$ cat src/vect_pkg.sv
// Package for the reset and interrupt vectoring block.
// Assumes one 40 MHz clock and a sequencer that issues one-cycle commands.
`default_nettype none
package vect_pkg;
  // Program counter width covers a 16K-word program store.
  localparam int PC_W = 14;
  // Accumulator and flag register width.
  localparam int DATA_W = 8;
  // Depth of the return-address stack.
  localparam int STACK_DEPTH = 8;
  // Stack pointer width, one bit more than the index so that full is visible.
  localparam int SP_W = 4;
  // Reset vector address.
  localparam logic [13:0] RESET_VECTOR = 14'h0000;
  // Shared interrupt vector address.
  localparam logic [13:0] IRQ_VECTOR = 14'h0008;
  // Bit positions of the reset-cause flags in the program flag register.
  localparam int TIMEOUT_BIT = 7;
  localparam int PWRDN_BIT = 6;
  // Mask of the bits that restore and flag writes keep away from.
  localparam logic [7:0] CAUSE_MASK = 8'hC0;
  // Reset value of the accumulator and the lower flag bits.
  localparam logic [7:0] ACC_RESET = 8'h00;
  localparam logic [7:0] FLAG_RESET = 8'h00;
  // Empty stack pointer value.
  localparam logic [3:0] SP_EMPTY = 4'h0;

  // Reset source that fired last.
  typedef enum logic [2:0] {
    CAUSE_POWER_ON = 3'b001,
    CAUSE_WATCHDOG = 3'b010,
    CAUSE_PIN = 3'b100
  } cause_t;

  // One-cycle commands from the instruction sequencer.
  typedef struct packed {
    logic save;
    logic restore;
    logic call;
    logic ret;
    logic irq_ret;
    logic [13:0] pc;
    logic [13:0] target;
  } seq_cmd_t;

  // Three interrupt request lines.
  typedef struct packed {
    logic basic_timer;
    logic timer_capture_unit;
    logic external_irq_input;
  } irq_req_t;
endpackage : vect_pkg
`default_nettype wire

$ cat src/vect_core.sv
// Reset and interrupt vectoring: program counter load, cause flags, stack, shadow buffer.
// Assumes a sequencer that presents one-cycle commands and holds fetch while busy.
`default_nettype none
module vect_core (
  input wire logic clk,
  input wire logic sys_rst,
  input wire logic power_on_rst,
  input wire logic watchdog_rst,
  input wire logic reset_pin_n,
  input wire vect_pkg::irq_req_t irq_req,
  input wire logic irq_enable,
  input wire vect_pkg::seq_cmd_t cmd,
  input wire logic acc_wr,
  input wire logic [7:0] acc_wdata,
  input wire logic flag_wr,
  input wire logic [7:0] flag_wdata,
  input wire logic bank_wr,
  input wire logic bank_wdata,
  output logic [13:0] pc_load,
  output logic pc_load_valid,
  output logic [7:0] accumulator,
  output logic [7:0] program_flag_register,
  output logic ram_bank_select,
  output logic [3:0] stack_level,
  output logic irq_taken
);
  // Two-stage synchroniser on the external reset pin, reset to released.
  logic pin_s1_ff;
  logic pin_s2_ff;
  // Core state registers.
  logic [13:0] pc_load_ff;
  logic pc_load_valid_ff;
  logic [7:0] acc_ff;
  logic [7:0] flag_ff;
  logic [7:0] shadow_acc_ff;
  logic [7:0] shadow_flag_ff;
  logic bank_ff;
  logic [3:0] sp_ff;
  logic irq_taken_ff;
  logic pop_pend_ff;
  // Stack memory read data.
  logic [13:0] top_data;

  // The pin is resynchronised; its reset value is the released level.
  always_ff @(posedge clk) begin
    if (sys_rst) begin
      pin_s1_ff <= 1'b1;
      pin_s2_ff <= 1'b1;
    end else begin
      pin_s1_ff <= reset_pin_n;
      pin_s2_ff <= pin_s1_ff;
    end
  end

  wire pin_rst = ~pin_s2_ff;
  // Any reset source, including the system reset itself.
  wire any_rst = sys_rst | power_on_rst | watchdog_rst | pin_rst;
  wire irq_any = irq_req.basic_timer | irq_req.timer_capture_unit | irq_req.external_irq_input;
  // Stack full and empty tests.
  wire stack_full = (sp_ff == 4'(vect_pkg::STACK_DEPTH));
  wire stack_empty = (sp_ff == vect_pkg::SP_EMPTY);
  wire take_irq = irq_any & irq_enable & ~any_rst & ~irq_taken_ff & ~pop_pend_ff;
  // Pushes come from interrupts and calls; a full stack wraps onto its oldest level.
  wire do_push = take_irq | (cmd.call & ~any_rst & ~take_irq);
  wire do_pop = (cmd.ret | cmd.irq_ret) & ~any_rst & ~take_irq & ~stack_empty & ~pop_pend_ff;
  wire [13:0] push_data = cmd.pc;
  wire [2:0] wr_idx = sp_ff[2:0];
  wire [2:0] rd_idx = 3'(sp_ff - 4'h1);

  vect_stack #(
    .DEPTH(vect_pkg::STACK_DEPTH),
    .WIDTH(vect_pkg::PC_W),
    .IDX_W(3)
  ) u_stack (
    .clk(clk),
    .wr_en(do_push),
    .wr_idx(wr_idx),
    .wr_data(push_data),
    .rd_idx(rd_idx),
    .rd_data(top_data)
  );

  // Cause flag value for the reset that fires; power-on outranks pin, pin outranks watchdog.
  // reset-cause flags
  wire nxt_timeout = (sys_rst | power_on_rst) ? 1'b1 : (pin_rst ? 1'b1 : 1'b0);
  wire nxt_pwrdn = (sys_rst | power_on_rst) ? 1'b0 : (pin_rst ? 1'b1 : 1'b0);

  wire [7:0] restored_flag = (flag_ff & vect_pkg::CAUSE_MASK) | (shadow_flag_ff & ~vect_pkg::CAUSE_MASK);
  wire [7:0] written_flag = (flag_ff & vect_pkg::CAUSE_MASK) | (flag_wdata & ~vect_pkg::CAUSE_MASK);

  // Program counter loads: reset vector, interrupt vector, or popped return address.
  always_ff @(posedge clk) begin
    if (any_rst) begin
      pc_load_ff <= vect_pkg::RESET_VECTOR;
      pc_load_valid_ff <= 1'b1;
      pop_pend_ff <= 1'b0;
    end else if (take_irq) begin
      pc_load_ff <= vect_pkg::IRQ_VECTOR;
      pc_load_valid_ff <= 1'b1;
      pop_pend_ff <= 1'b0;
    end else if (pop_pend_ff) begin
      pc_load_ff <= top_data;
      pc_load_valid_ff <= 1'b1;
      pop_pend_ff <= 1'b0;
    end else begin
      pc_load_valid_ff <= 1'b0;
      pop_pend_ff <= do_pop;
    end
  end

  // Stack pointer and the interrupt-taken strobe.
  always_ff @(posedge clk) begin
    if (any_rst) begin
      sp_ff <= vect_pkg::SP_EMPTY;
      irq_taken_ff <= 1'b0;
    end else begin
      irq_taken_ff <= take_irq;
      if (do_push && !stack_full) begin
        sp_ff <= sp_ff + 4'h1;
      end else if (pop_pend_ff) begin
        sp_ff <= sp_ff - 4'h1;
      end
    end
  end

  // Accumulator, flags and the one-level shadow buffer.
  always_ff @(posedge clk) begin
    if (any_rst) begin
      acc_ff <= vect_pkg::ACC_RESET;
      flag_ff <= vect_pkg::FLAG_RESET;
      flag_ff[vect_pkg::TIMEOUT_BIT] <= nxt_timeout;
      flag_ff[vect_pkg::PWRDN_BIT] <= nxt_pwrdn;
      shadow_acc_ff <= vect_pkg::ACC_RESET;
      shadow_flag_ff <= vect_pkg::FLAG_RESET;
    end else begin
      if (cmd.save) begin
        shadow_acc_ff <= acc_ff;
        shadow_flag_ff <= flag_ff;
      end
      if (cmd.restore) begin
        acc_ff <= shadow_acc_ff;
        flag_ff <= restored_flag;
      end else begin
        if (acc_wr) begin
          acc_ff <= acc_wdata;
        end
        if (flag_wr) begin
          flag_ff <= written_flag;
        end
      end
    end
  end

  // Bank select is software's alone.
  always_ff @(posedge clk) begin
    if (any_rst) begin
      bank_ff <= 1'b0;
    end else if (bank_wr) begin
      bank_ff <= bank_wdata;
    end
  end

  // Outputs straight from flip-flops.
  assign pc_load = pc_load_ff;
  assign pc_load_valid = pc_load_valid_ff;
  assign accumulator = acc_ff;
  assign program_flag_register = flag_ff;
  assign ram_bank_select = bank_ff;
  assign stack_level = sp_ff;
  assign irq_taken = irq_taken_ff;

  // Interrupt entry lands on the shared vector next cycle.
  a_irq_vector: assert property (@(posedge clk) disable iff (sys_rst)
    take_irq |=> (pc_load_ff == vect_pkg::IRQ_VECTOR) && pc_load_valid_ff && irq_taken_ff)
    else $error("interrupt did not load vector");
  // Reset loads the reset vector and empties the stack.
  a_reset_vector: assert property (@(posedge clk)
    any_rst |=> (pc_load_ff == vect_pkg::RESET_VECTOR) && (sp_ff == vect_pkg::SP_EMPTY))
    else $error("reset did not restart at vector");
  a_watchdog_flags: assert property (@(posedge clk)
    (watchdog_rst && !sys_rst && !power_on_rst && !pin_rst) |=> (flag_ff[7:6] == 2'b00))
    else $error("watchdog cause flags wrong");
  a_pin_flags: assert property (@(posedge clk)
    (pin_rst && !sys_rst && !power_on_rst) |=> (flag_ff[7:6] == 2'b11))
    else $error("pin cause flags wrong");
  a_por_flags: assert property (@(posedge clk)
    power_on_rst |=> (flag_ff[7:6] == 2'b10))
    else $error("power-on cause flags wrong");
  a_restore_keeps: assert property (@(posedge clk) disable iff (sys_rst)
    (cmd.restore && !any_rst) |=> (flag_ff[7:6] == $past(flag_ff[7:6])) && (acc_ff == $past(shadow_acc_ff)))
    else $error("restore touched cause flags");
  a_pop_resume: assert property (@(posedge clk) disable iff (sys_rst)
    (do_pop && !any_rst) ##1 !any_rst |=> pc_load_valid_ff && (pc_load_ff == $past(top_data)))
    else $error("return did not resume");
  a_irq_no_rst: assert property (@(posedge clk) disable iff (sys_rst)
    any_rst |-> !take_irq ##1 (!irq_taken_ff && (sp_ff == vect_pkg::SP_EMPTY)))
    else $error("interrupt taken during reset");
  a_bank_kept: assert property (@(posedge clk) disable iff (sys_rst)
    (take_irq && !bank_wr) |=> $stable(bank_ff))
    else $error("bank changed on interrupt");
endmodule : vect_core
`default_nettype wire

$ cat src/vect_stack.sv
// Return-address stack storage, one word per level, registered read data.
// Assumes the owner never writes and reads the same level in one cycle.
`default_nettype none
module vect_stack #(
  parameter int DEPTH = vect_pkg::STACK_DEPTH,
  parameter int WIDTH = vect_pkg::PC_W,
  parameter int IDX_W = 3
) (
  input wire logic clk,
  input wire logic wr_en,
  input wire logic [IDX_W-1:0] wr_idx,
  input wire logic [WIDTH-1:0] wr_data,
  input wire logic [IDX_W-1:0] rd_idx,
  output logic [WIDTH-1:0] rd_data
);
  // Storage array of return addresses.
  logic [WIDTH-1:0] mem [DEPTH];

  // Writes land at the pushed level.
  always_ff @(posedge clk) begin
    if (wr_en) begin
      mem[wr_idx] <= wr_data;
    end
  end

  // The top entry is read every cycle, so it is ready in the cycle after a pop.
  always_ff @(posedge clk) begin
    rd_data <= mem[rd_idx];
  end
endmodule : vect_stack
`default_nettype wire

$ cat config.mk
export PLATFORM = sky130hd
export DESIGN_NAME = vect_core
export DESIGN_NICKNAME = d
export VERILOG_FILES = /design/src/vect_pkg.sv /design/src/vect_core.sv /design/src/vect_stack.sv
export SDC_FILE = /design/constraint.sdc
export NUM_CORES = 1
export LEC_CHECK = 0
export BUFFER_PORTS_ARGS = -buffer_cell sky130_fd_sc_hd__buf_2
export CAP_MARGIN = 5
export CELL_PAD_IN_SITES_DETAIL_PLACEMENT = 1
export CELL_PAD_IN_SITES_GLOBAL_PLACEMENT = 2
export CORE_MARGIN = 4
export CORE_UTILIZATION = 44
export DETAILED_ROUTE_END_ITERATION = 6
export PLACE_DENSITY = 0.84
export SETUP_SLACK_MARGIN = 0.2
export SYNTH_ARGS = -nofsm -noshare
export SYNTH_HDL_FRONTEND = slang
export SYNTH_SLANG_ARGS = --single-unit
$ cat constraint.sdc
create_clock -name clk -period 4.75 [get_ports clk]
set_input_delay 0.2375 -clock clk [delete_from_list [all_inputs] [get_ports clk]]
set_output_delay 0.2375 -clock clk [all_outputs]
set_load 0.01 [all_outputs]
**Word-level counts from Yosys, hierarchy flattened**

Memories as Yosys holds them, arrays and structs flattened. A register that Yosys moved wholly into a read port is not among the register bits.
Cells that the tools add are included.

- Add/subtract/negate cells: 2
- Equality and inequality tests: 1
- Mux-type cells: 15
- Bitwise logic cells: 25
- Reduce and logical (&&, ||, !) cells: 10

Operators with widths:

| operator | number |
|---|---|
| 8-bit two-way mux | 5 |
| 4-bit two-way mux | 4 |
| 8-bit by 6-bit OR with 8-bit output | 2 |
| 1-bit bitwise AND | 10 |
| 2-bit nonzero test | 4 |
| 1-bit OR | 7 |
| 1-bit two-way mux | 6 |
| 1-bit inverter | 6 |
| 4-bit by 1-bit adder with 4-bit output (second input constant) | 1 |
| 4-bit == test (second input constant) | 1 |
| 4-bit zero test | 1 |
| 4-bit by 1-bit subtractor with 4-bit output (second input constant) | 1 |
| 3-bit nonzero test | 1 |
| 3-bit OR reduction | 1 |
| 2-bit OR reduction | 1 |
| 1-bit logical AND | 1 |
| 1-bit zero test | 1 |

- Register bits after elaboration: 54
- Memory bits (writable): 112
- Input bits: 62
- Output and inout bits: 37
- Word-level logic and storage cells: 68
- Memories: 1

Memories:

| memory | depth | width | read ports | clocked after memory_dff | wr ports | line | text |
|---|---|---|---|---|---|---|---|
| u_stack.mem | 8 | 14 | 1 | 1 | 1 | vect_stack.sv:17 | `logic [WIDTH-1:0] mem [DEPTH];` |

**Depth between registers and ports, before layout**

- Depth in word-level cells: 12
- Mapped depth: 7
- Gate-level depth less buffers: 6

**By module**

Synthesis repeated with hierarchy kept, for this count alone.

- Cells, all modules: 420
- Area, all modules: 6862.8 um2

By module, submodules not included:

| module | instances | cells each | area each (um2) | seq. area each (um2) |
|---|---|---|---|---|
| vect_stack | 1 | 188 | 4635.7 | 3643.5 |
| vect_core | 1 | 232 | 2227.1 | 1101.1 |

**Worst setup path after synthesis**

No wires, ideal clock.

- Path type: flip-flop to flip-flop
- From: register pop_pend_ff
- To: memory u_stack.mem[1][0] (netlist bit) (enable)
- Setup time: 0.403 ns
- Data arrival time: 2.122 ns
- Required time: 4.347 ns
- Path slack: 2.226 ns
- Stages on the path, launching flop included: 5
- Buffers on the path: 1
- Period minus slack after synthesis: 2.524 ns
- Path through: dfxtp_1 -> buf_4 -> nor3b_1 -> o2111ai_1 -> nor3_1

- Cells in the longest elaborated chain, start to end: 7

RTL lines:

| element | line | text |
|---|---|---|
| from (decl) | vect_core.sv:40 | `logic pop_pend_ff;` |
| from (signal assigned) | vect_core.sv:107 | `pop_pend_ff <= do_pop;` |
| 1-bit inverter * | vect_core.sv:62 | `wire take_irq = irq_any & irq_enable & ~any_rst & ~irq_taken_ff & ~pop_pend_ff;` |
| 1-bit bitwise AND * | vect_core.sv:62 |  |
| 1-bit inverter | vect_core.sv:64 | `wire do_push = take_irq \| (cmd.call & ~any_rst & ~take_irq);` |
| 1-bit bitwise AND | vect_core.sv:64 |  |
| 1-bit OR * | vect_core.sv:64 |  |
| 1-bit two-way mux * | vect_stack.sv:21 | `if (wr_en) begin` |
| 1-bit two-way mux (implied by the code) * | vect_stack.sv:22 | `mem[wr_idx] <= wr_data;` |
| to (decl) | vect_stack.sv:17 |  |

Every way passes the cells marked *; elsewhere a longest branch is shown, timed or not.

**Worst setup path in the final report**

- From: register pop_pend_ff
- To: memory u_stack.mem[5][1] (netlist bit) (enable)

The elaborated chain is that of the path after synthesis.

==> results by stage <==
STA:
- The transition time at the pin with the least slew margin is 1.16 ns.
- The setup skew after layout is 0.00915 ns.
- Setup total negative slack on the finished layout was measured at 0 ns.
- In this run the tightest slew margin relative to its limit is 22.8%.
- The final number of max-transition violations is 0.
- Setup violations remaining at the end of the flow were counted as 0.
- Of the available clock period, the critical path in the final layout requires 65.5%.
- Based on the critical path, the design can be clocked at up to 322 MHz.
- The final hold violation count is 0.
- The clock period could shrink to 3.11 ns.
- Final hold analysis gives a worst-case slack of 0.0585 ns.
- Setup repair after global routing left no endpoint under its margin.

Synth:
- The mux share of post-synthesis cell area is 18.6%.
- After Yosys synthesis, and, or, nand and nor cells account for 5.83% of the synthesized area.
- The synthesized area divided by synthesized cell count is 16.2 µm².
- The number of enable flip-flop cells after synthesis is 114.
- The synthesized-area fraction occupied by adder cells is 0.374%.
- The synthesized-area fraction occupied by ao, oa, aoi and oai cells is 2.37%.
- When the netlist entered floorplanning its net count stood at 477.
- Synthesis produced a netlist whose cell count is 413.
- Of all flip-flops after synthesis, the portion carrying an async set or reset was 0%.
- The top cell type's share of synthesized area is 51.1%.
- The synthesized flop and latch total is 180.
- By area, the combinational part of the netlist is dominated by multiplexers.
- Yosys attributes the largest share of cell area to edfxtp_1, dfxtp_1, mux4_2, mux2i_1, nor2_1.
- Of all cell types, the one taking the most synthesized area is edfxtp_1.
- In the synthesized netlist the dominant register cell turns out to be edfxtp_1.
- The number of warnings issued by yosys is 0.
- The post-synthesis cell type count is 33.
- The part of the Yosys area used for sequential elements is 70.9%.
- Summing the areas of all xor and xnor instances in the mapped netlist gives 0.131% of the synthesized area.
- The post-synth design cell area is 6700 µm².

Setup path:
- The worst setup path is of the flop to flop kind.
- The category of the worst setup path capture point is a flop.
- STA puts the critical path data required time at 4.79 ns.
- The critical path starts at pop_pend_ff.
- The maximum single-stage delay on the critical path is 0.89 ns.
- Traced cell by cell, the critical path runs through nor3b_1 > o2111ai_1 > nor2_2.
- The startpoint class of the critical path is a flop.
- In this run the critical register-to-register path is launched from pop_pend_ff.
- The data arrival at the endpoint of the critical path is 3.15 ns.
- Setup slack on the worst reg-to-reg path comes out at 1.64 ns.
- The slowest stage of the critical path is the nor2_2 cell.
- Of all nets on the critical path, the largest fanout is 18.

Global route:
- The via count of the first global-routing pass is 4017.
- The initial antenna violation count is 0.
- Summed over all layers, the global routing overflow is 0.
- The routing usage on met1 is 20.8%.
- The routing usage on met3 is 4.28%.
- The first global-routing pass estimated 22400 µm of wire.
- Global routing used 17.0% of the available tracks across all layers.
- In the global route stage, met2 resource usage came out at 29.9%.
- The maximum number of pins on one net before global-route repair is 36.
- The highest-utilization routing layer at the global route stage is met2.

Place:
- The count of buffers added on input and output ports is 82.
- The HPWL after detailed placement is 8810 µm.
- Routability-driven placement finished with a final weighted congestion of 0.701.

Power and ir drop:
- The power density over the cells is 390 nW/µm².
- Of the total power, the share spent switching nets is 20.5%.
- The fraction of power consumed by combinational cells is 2.8%.
- The cell-internal power is 2.45 mW.
- The clock network is responsible for 42.9% of the overall power.
- The cell leakage power is 2.78 nW.
- The part of the total power dissipated in sequential elements is 54.3%.
- The worst supply voltage drop on vdd is 0.371 mV.
- The power spent charging and discharging nets is 631 µW.
- The post-layout total power is 3.08 mW.

Final layout:
- Compared with the post-synthesis result, the final layout area differs by 17.7%.
- Counting the fill cells in the layout gives 1409.
- The repair_antennas step left the layout with diodes totalling 0.
- The share of layout cells above drive strength 1 is 33.8%.
- The final layout contains 560 nets.

Clock network:
- In this run the post-CTS setup repair buffer count came out at 0.
- The count of cells resized by post-cts repair is 0.
- The post-CTS clock slew at the launch and capture registers of the worst setup and hold paths is 0.06 ns.
- The CTS buffer count is 17.
- Clock tree synthesis selected as its root buffer the cell clkbuf_16.
- No sink is reached through more buffers than the 2 on the longest clock path.
- The quantity of hold-fixing buffers added after cts is 1.
- The CTS sink count is 180.
- The clock latency on the worst-skew pair is 0.43 ns.
- The H-tree depth is 4.
- TritonCTS built the clock tree.

Min path:
- The worst hold path begins at bank_wdata.
- The path class of the lowest-slack min-delay path is input port to flop.

Run status:
- The flow ran to the end, and the final reports show no timing, DRC or antenna violations.

Floorplan:
- The core box area is 14700 µm².
- The die covers 17300 µm².
- The die is 131 µm wide.
- The starting utilization of the core area is 45.6%.
- During I/O placement, the number of pins put on the boundary was 99.
- The overall die height is 131 µm.
- The total number of placement rows is 44.

Detailed routing:
- The remaining antenna violation count is 0.
- The routed layout has 3683 vias.
- The post-detailed-route wirelength per cell is 20.1 µm.
- The remaining routing DRC violations is 0.
- After detailed routing, the number of vias per cell comes to 5.31.
- After detailed routing, the total wire length is 13900 µm.
- The count of routing violations after the opening detailed-route iteration is 211.
- The length of the first detailed-routing pass in iterations is 4.

Flow run:
- The max-cap violation count is 0.
## state kept, by name, summed over array words and instances (netlist names)
name and cells:
pc_load_valid 1, ram_bank_select 1, accumulator 8, pc_load 14
pin_s1_ff 1, pop_pend_ff 1, shadow_acc_ff 8, stack_level 4
shadow_flag_ff 6, u_stack.rd_data 14, program_flag_register 8, pin_s2_ff 1
irq_taken 1, u_stack.mem 112
## routing by layer
layer	vias to the layer above	part of all wire, %
met5	-	0
li1	1725	-
met3	8	4.3
met2	75	54
met1	1875	41
met4	0	0.80
## logic make-up (layout without fill, tap and decap cells)
| kind of cell | Yosys count | after routing |
|---|---|---|
| xor+xnor | 1 | 1 |
| compound gates | 25 | 25 |
| flops | 180 | 180 |
| buf+inv | 28 | 124 |
| fa+ha+maj | 2 | 2 |
| mux | 88 | 88 |
| simple gates | 89 | 89 |
## power by group through the flow
stage | Clock, mW | Sequential [mW] | Combinational [mW]
detailed placement | 0 | 1.71 | 0.0872
floorplan | 0 | 1.71 | 0.0415
global placement | 0 | 1.70 | 0.0826
CTS | 1.34 | 1.67 | 0.0888
finish | 1.32 | 1.67 | 0.0863
global route | 1.42 | 1.67 | 0.0967
## metrics by stage
| stage | util (%) | instances | setup WS, ns | area, µm² |
|---|---|---|---|---|
| after floorplan | - | 413 | 2.23 | 6700 |
| after global placement | 49.7 | 660 | 1.74 | 7300 |
| after detailed placement | 49.7 | 660 | 1.63 | 7300 |
| after CTS | 53.6 | 693 | 1.56 | 7880 |
| after global routing | 53.6 | 693 | 1.38 | 7880 |
| final | 53.6 | 693 | 1.64 | 7880 |
## final timing paths
| check | depth (start not counted) | to |
|---|---|---|
| worst min register to register | 1 | pin_s2_ff |
| worst min-delay path | 3 | ram_bank_select |
| worst max-delay path | 3 | u_stack.mem[5][1] |
| worst max register to register | 3 | u_stack.mem[5][1] |
## cell type report
cell class	count	area, µm²	share of cell area [%]
clock buffer	23	498	6.32
tap	184	230	2.92
timing repair buffer	85	435	5.52
sequential	180	4750	60.2
inverter	7	26.3	0.333
clock inverter	9	68.8	0.873
multi-input combinational	205	1880	23.8
## cell usage after synthesis (all sizes together), types with 2 or more instances
cell and n:
o2111ai 3, nor2 67, o32ai 2, nand2 8
ha 2, edfxtp 114, buf 12, nor3 4
mux2 14, dfxtp 66, mux4 28, inv 6
clkbuf 9, a21oi 17, or2 2, mux2i 46
## worst max-delay path, delay by kind of cell (launching register included)
kind / cells / cell delay, ns
simple gates: 2 / 1.61
compound gates: 1 / 0.43
flops: 1 / 0.69
## layout by cell type, fill, tap and decap left out, types with 2 or more instances in the layout
cell type   instances
nor2_2              6
nor3_4              2
o2111ai_1           2
clkbuf_16          17
ha_1                2
o32ai_1             2
buf_2              82
inv_1               6
buf_4               2
mux4_2             28
clkinv_2            2
inv_6               2
clkbuf_8            5
or2_2               2
nand2_1             8
dfxtp_1            65
clkinvlp_4          2
a21oi_1            17
nor2_1             61
mux2i_1            46
clkinv_4            3
edfxtp_1          114
mux2_2             14
(Power assumes the default switching activity.)
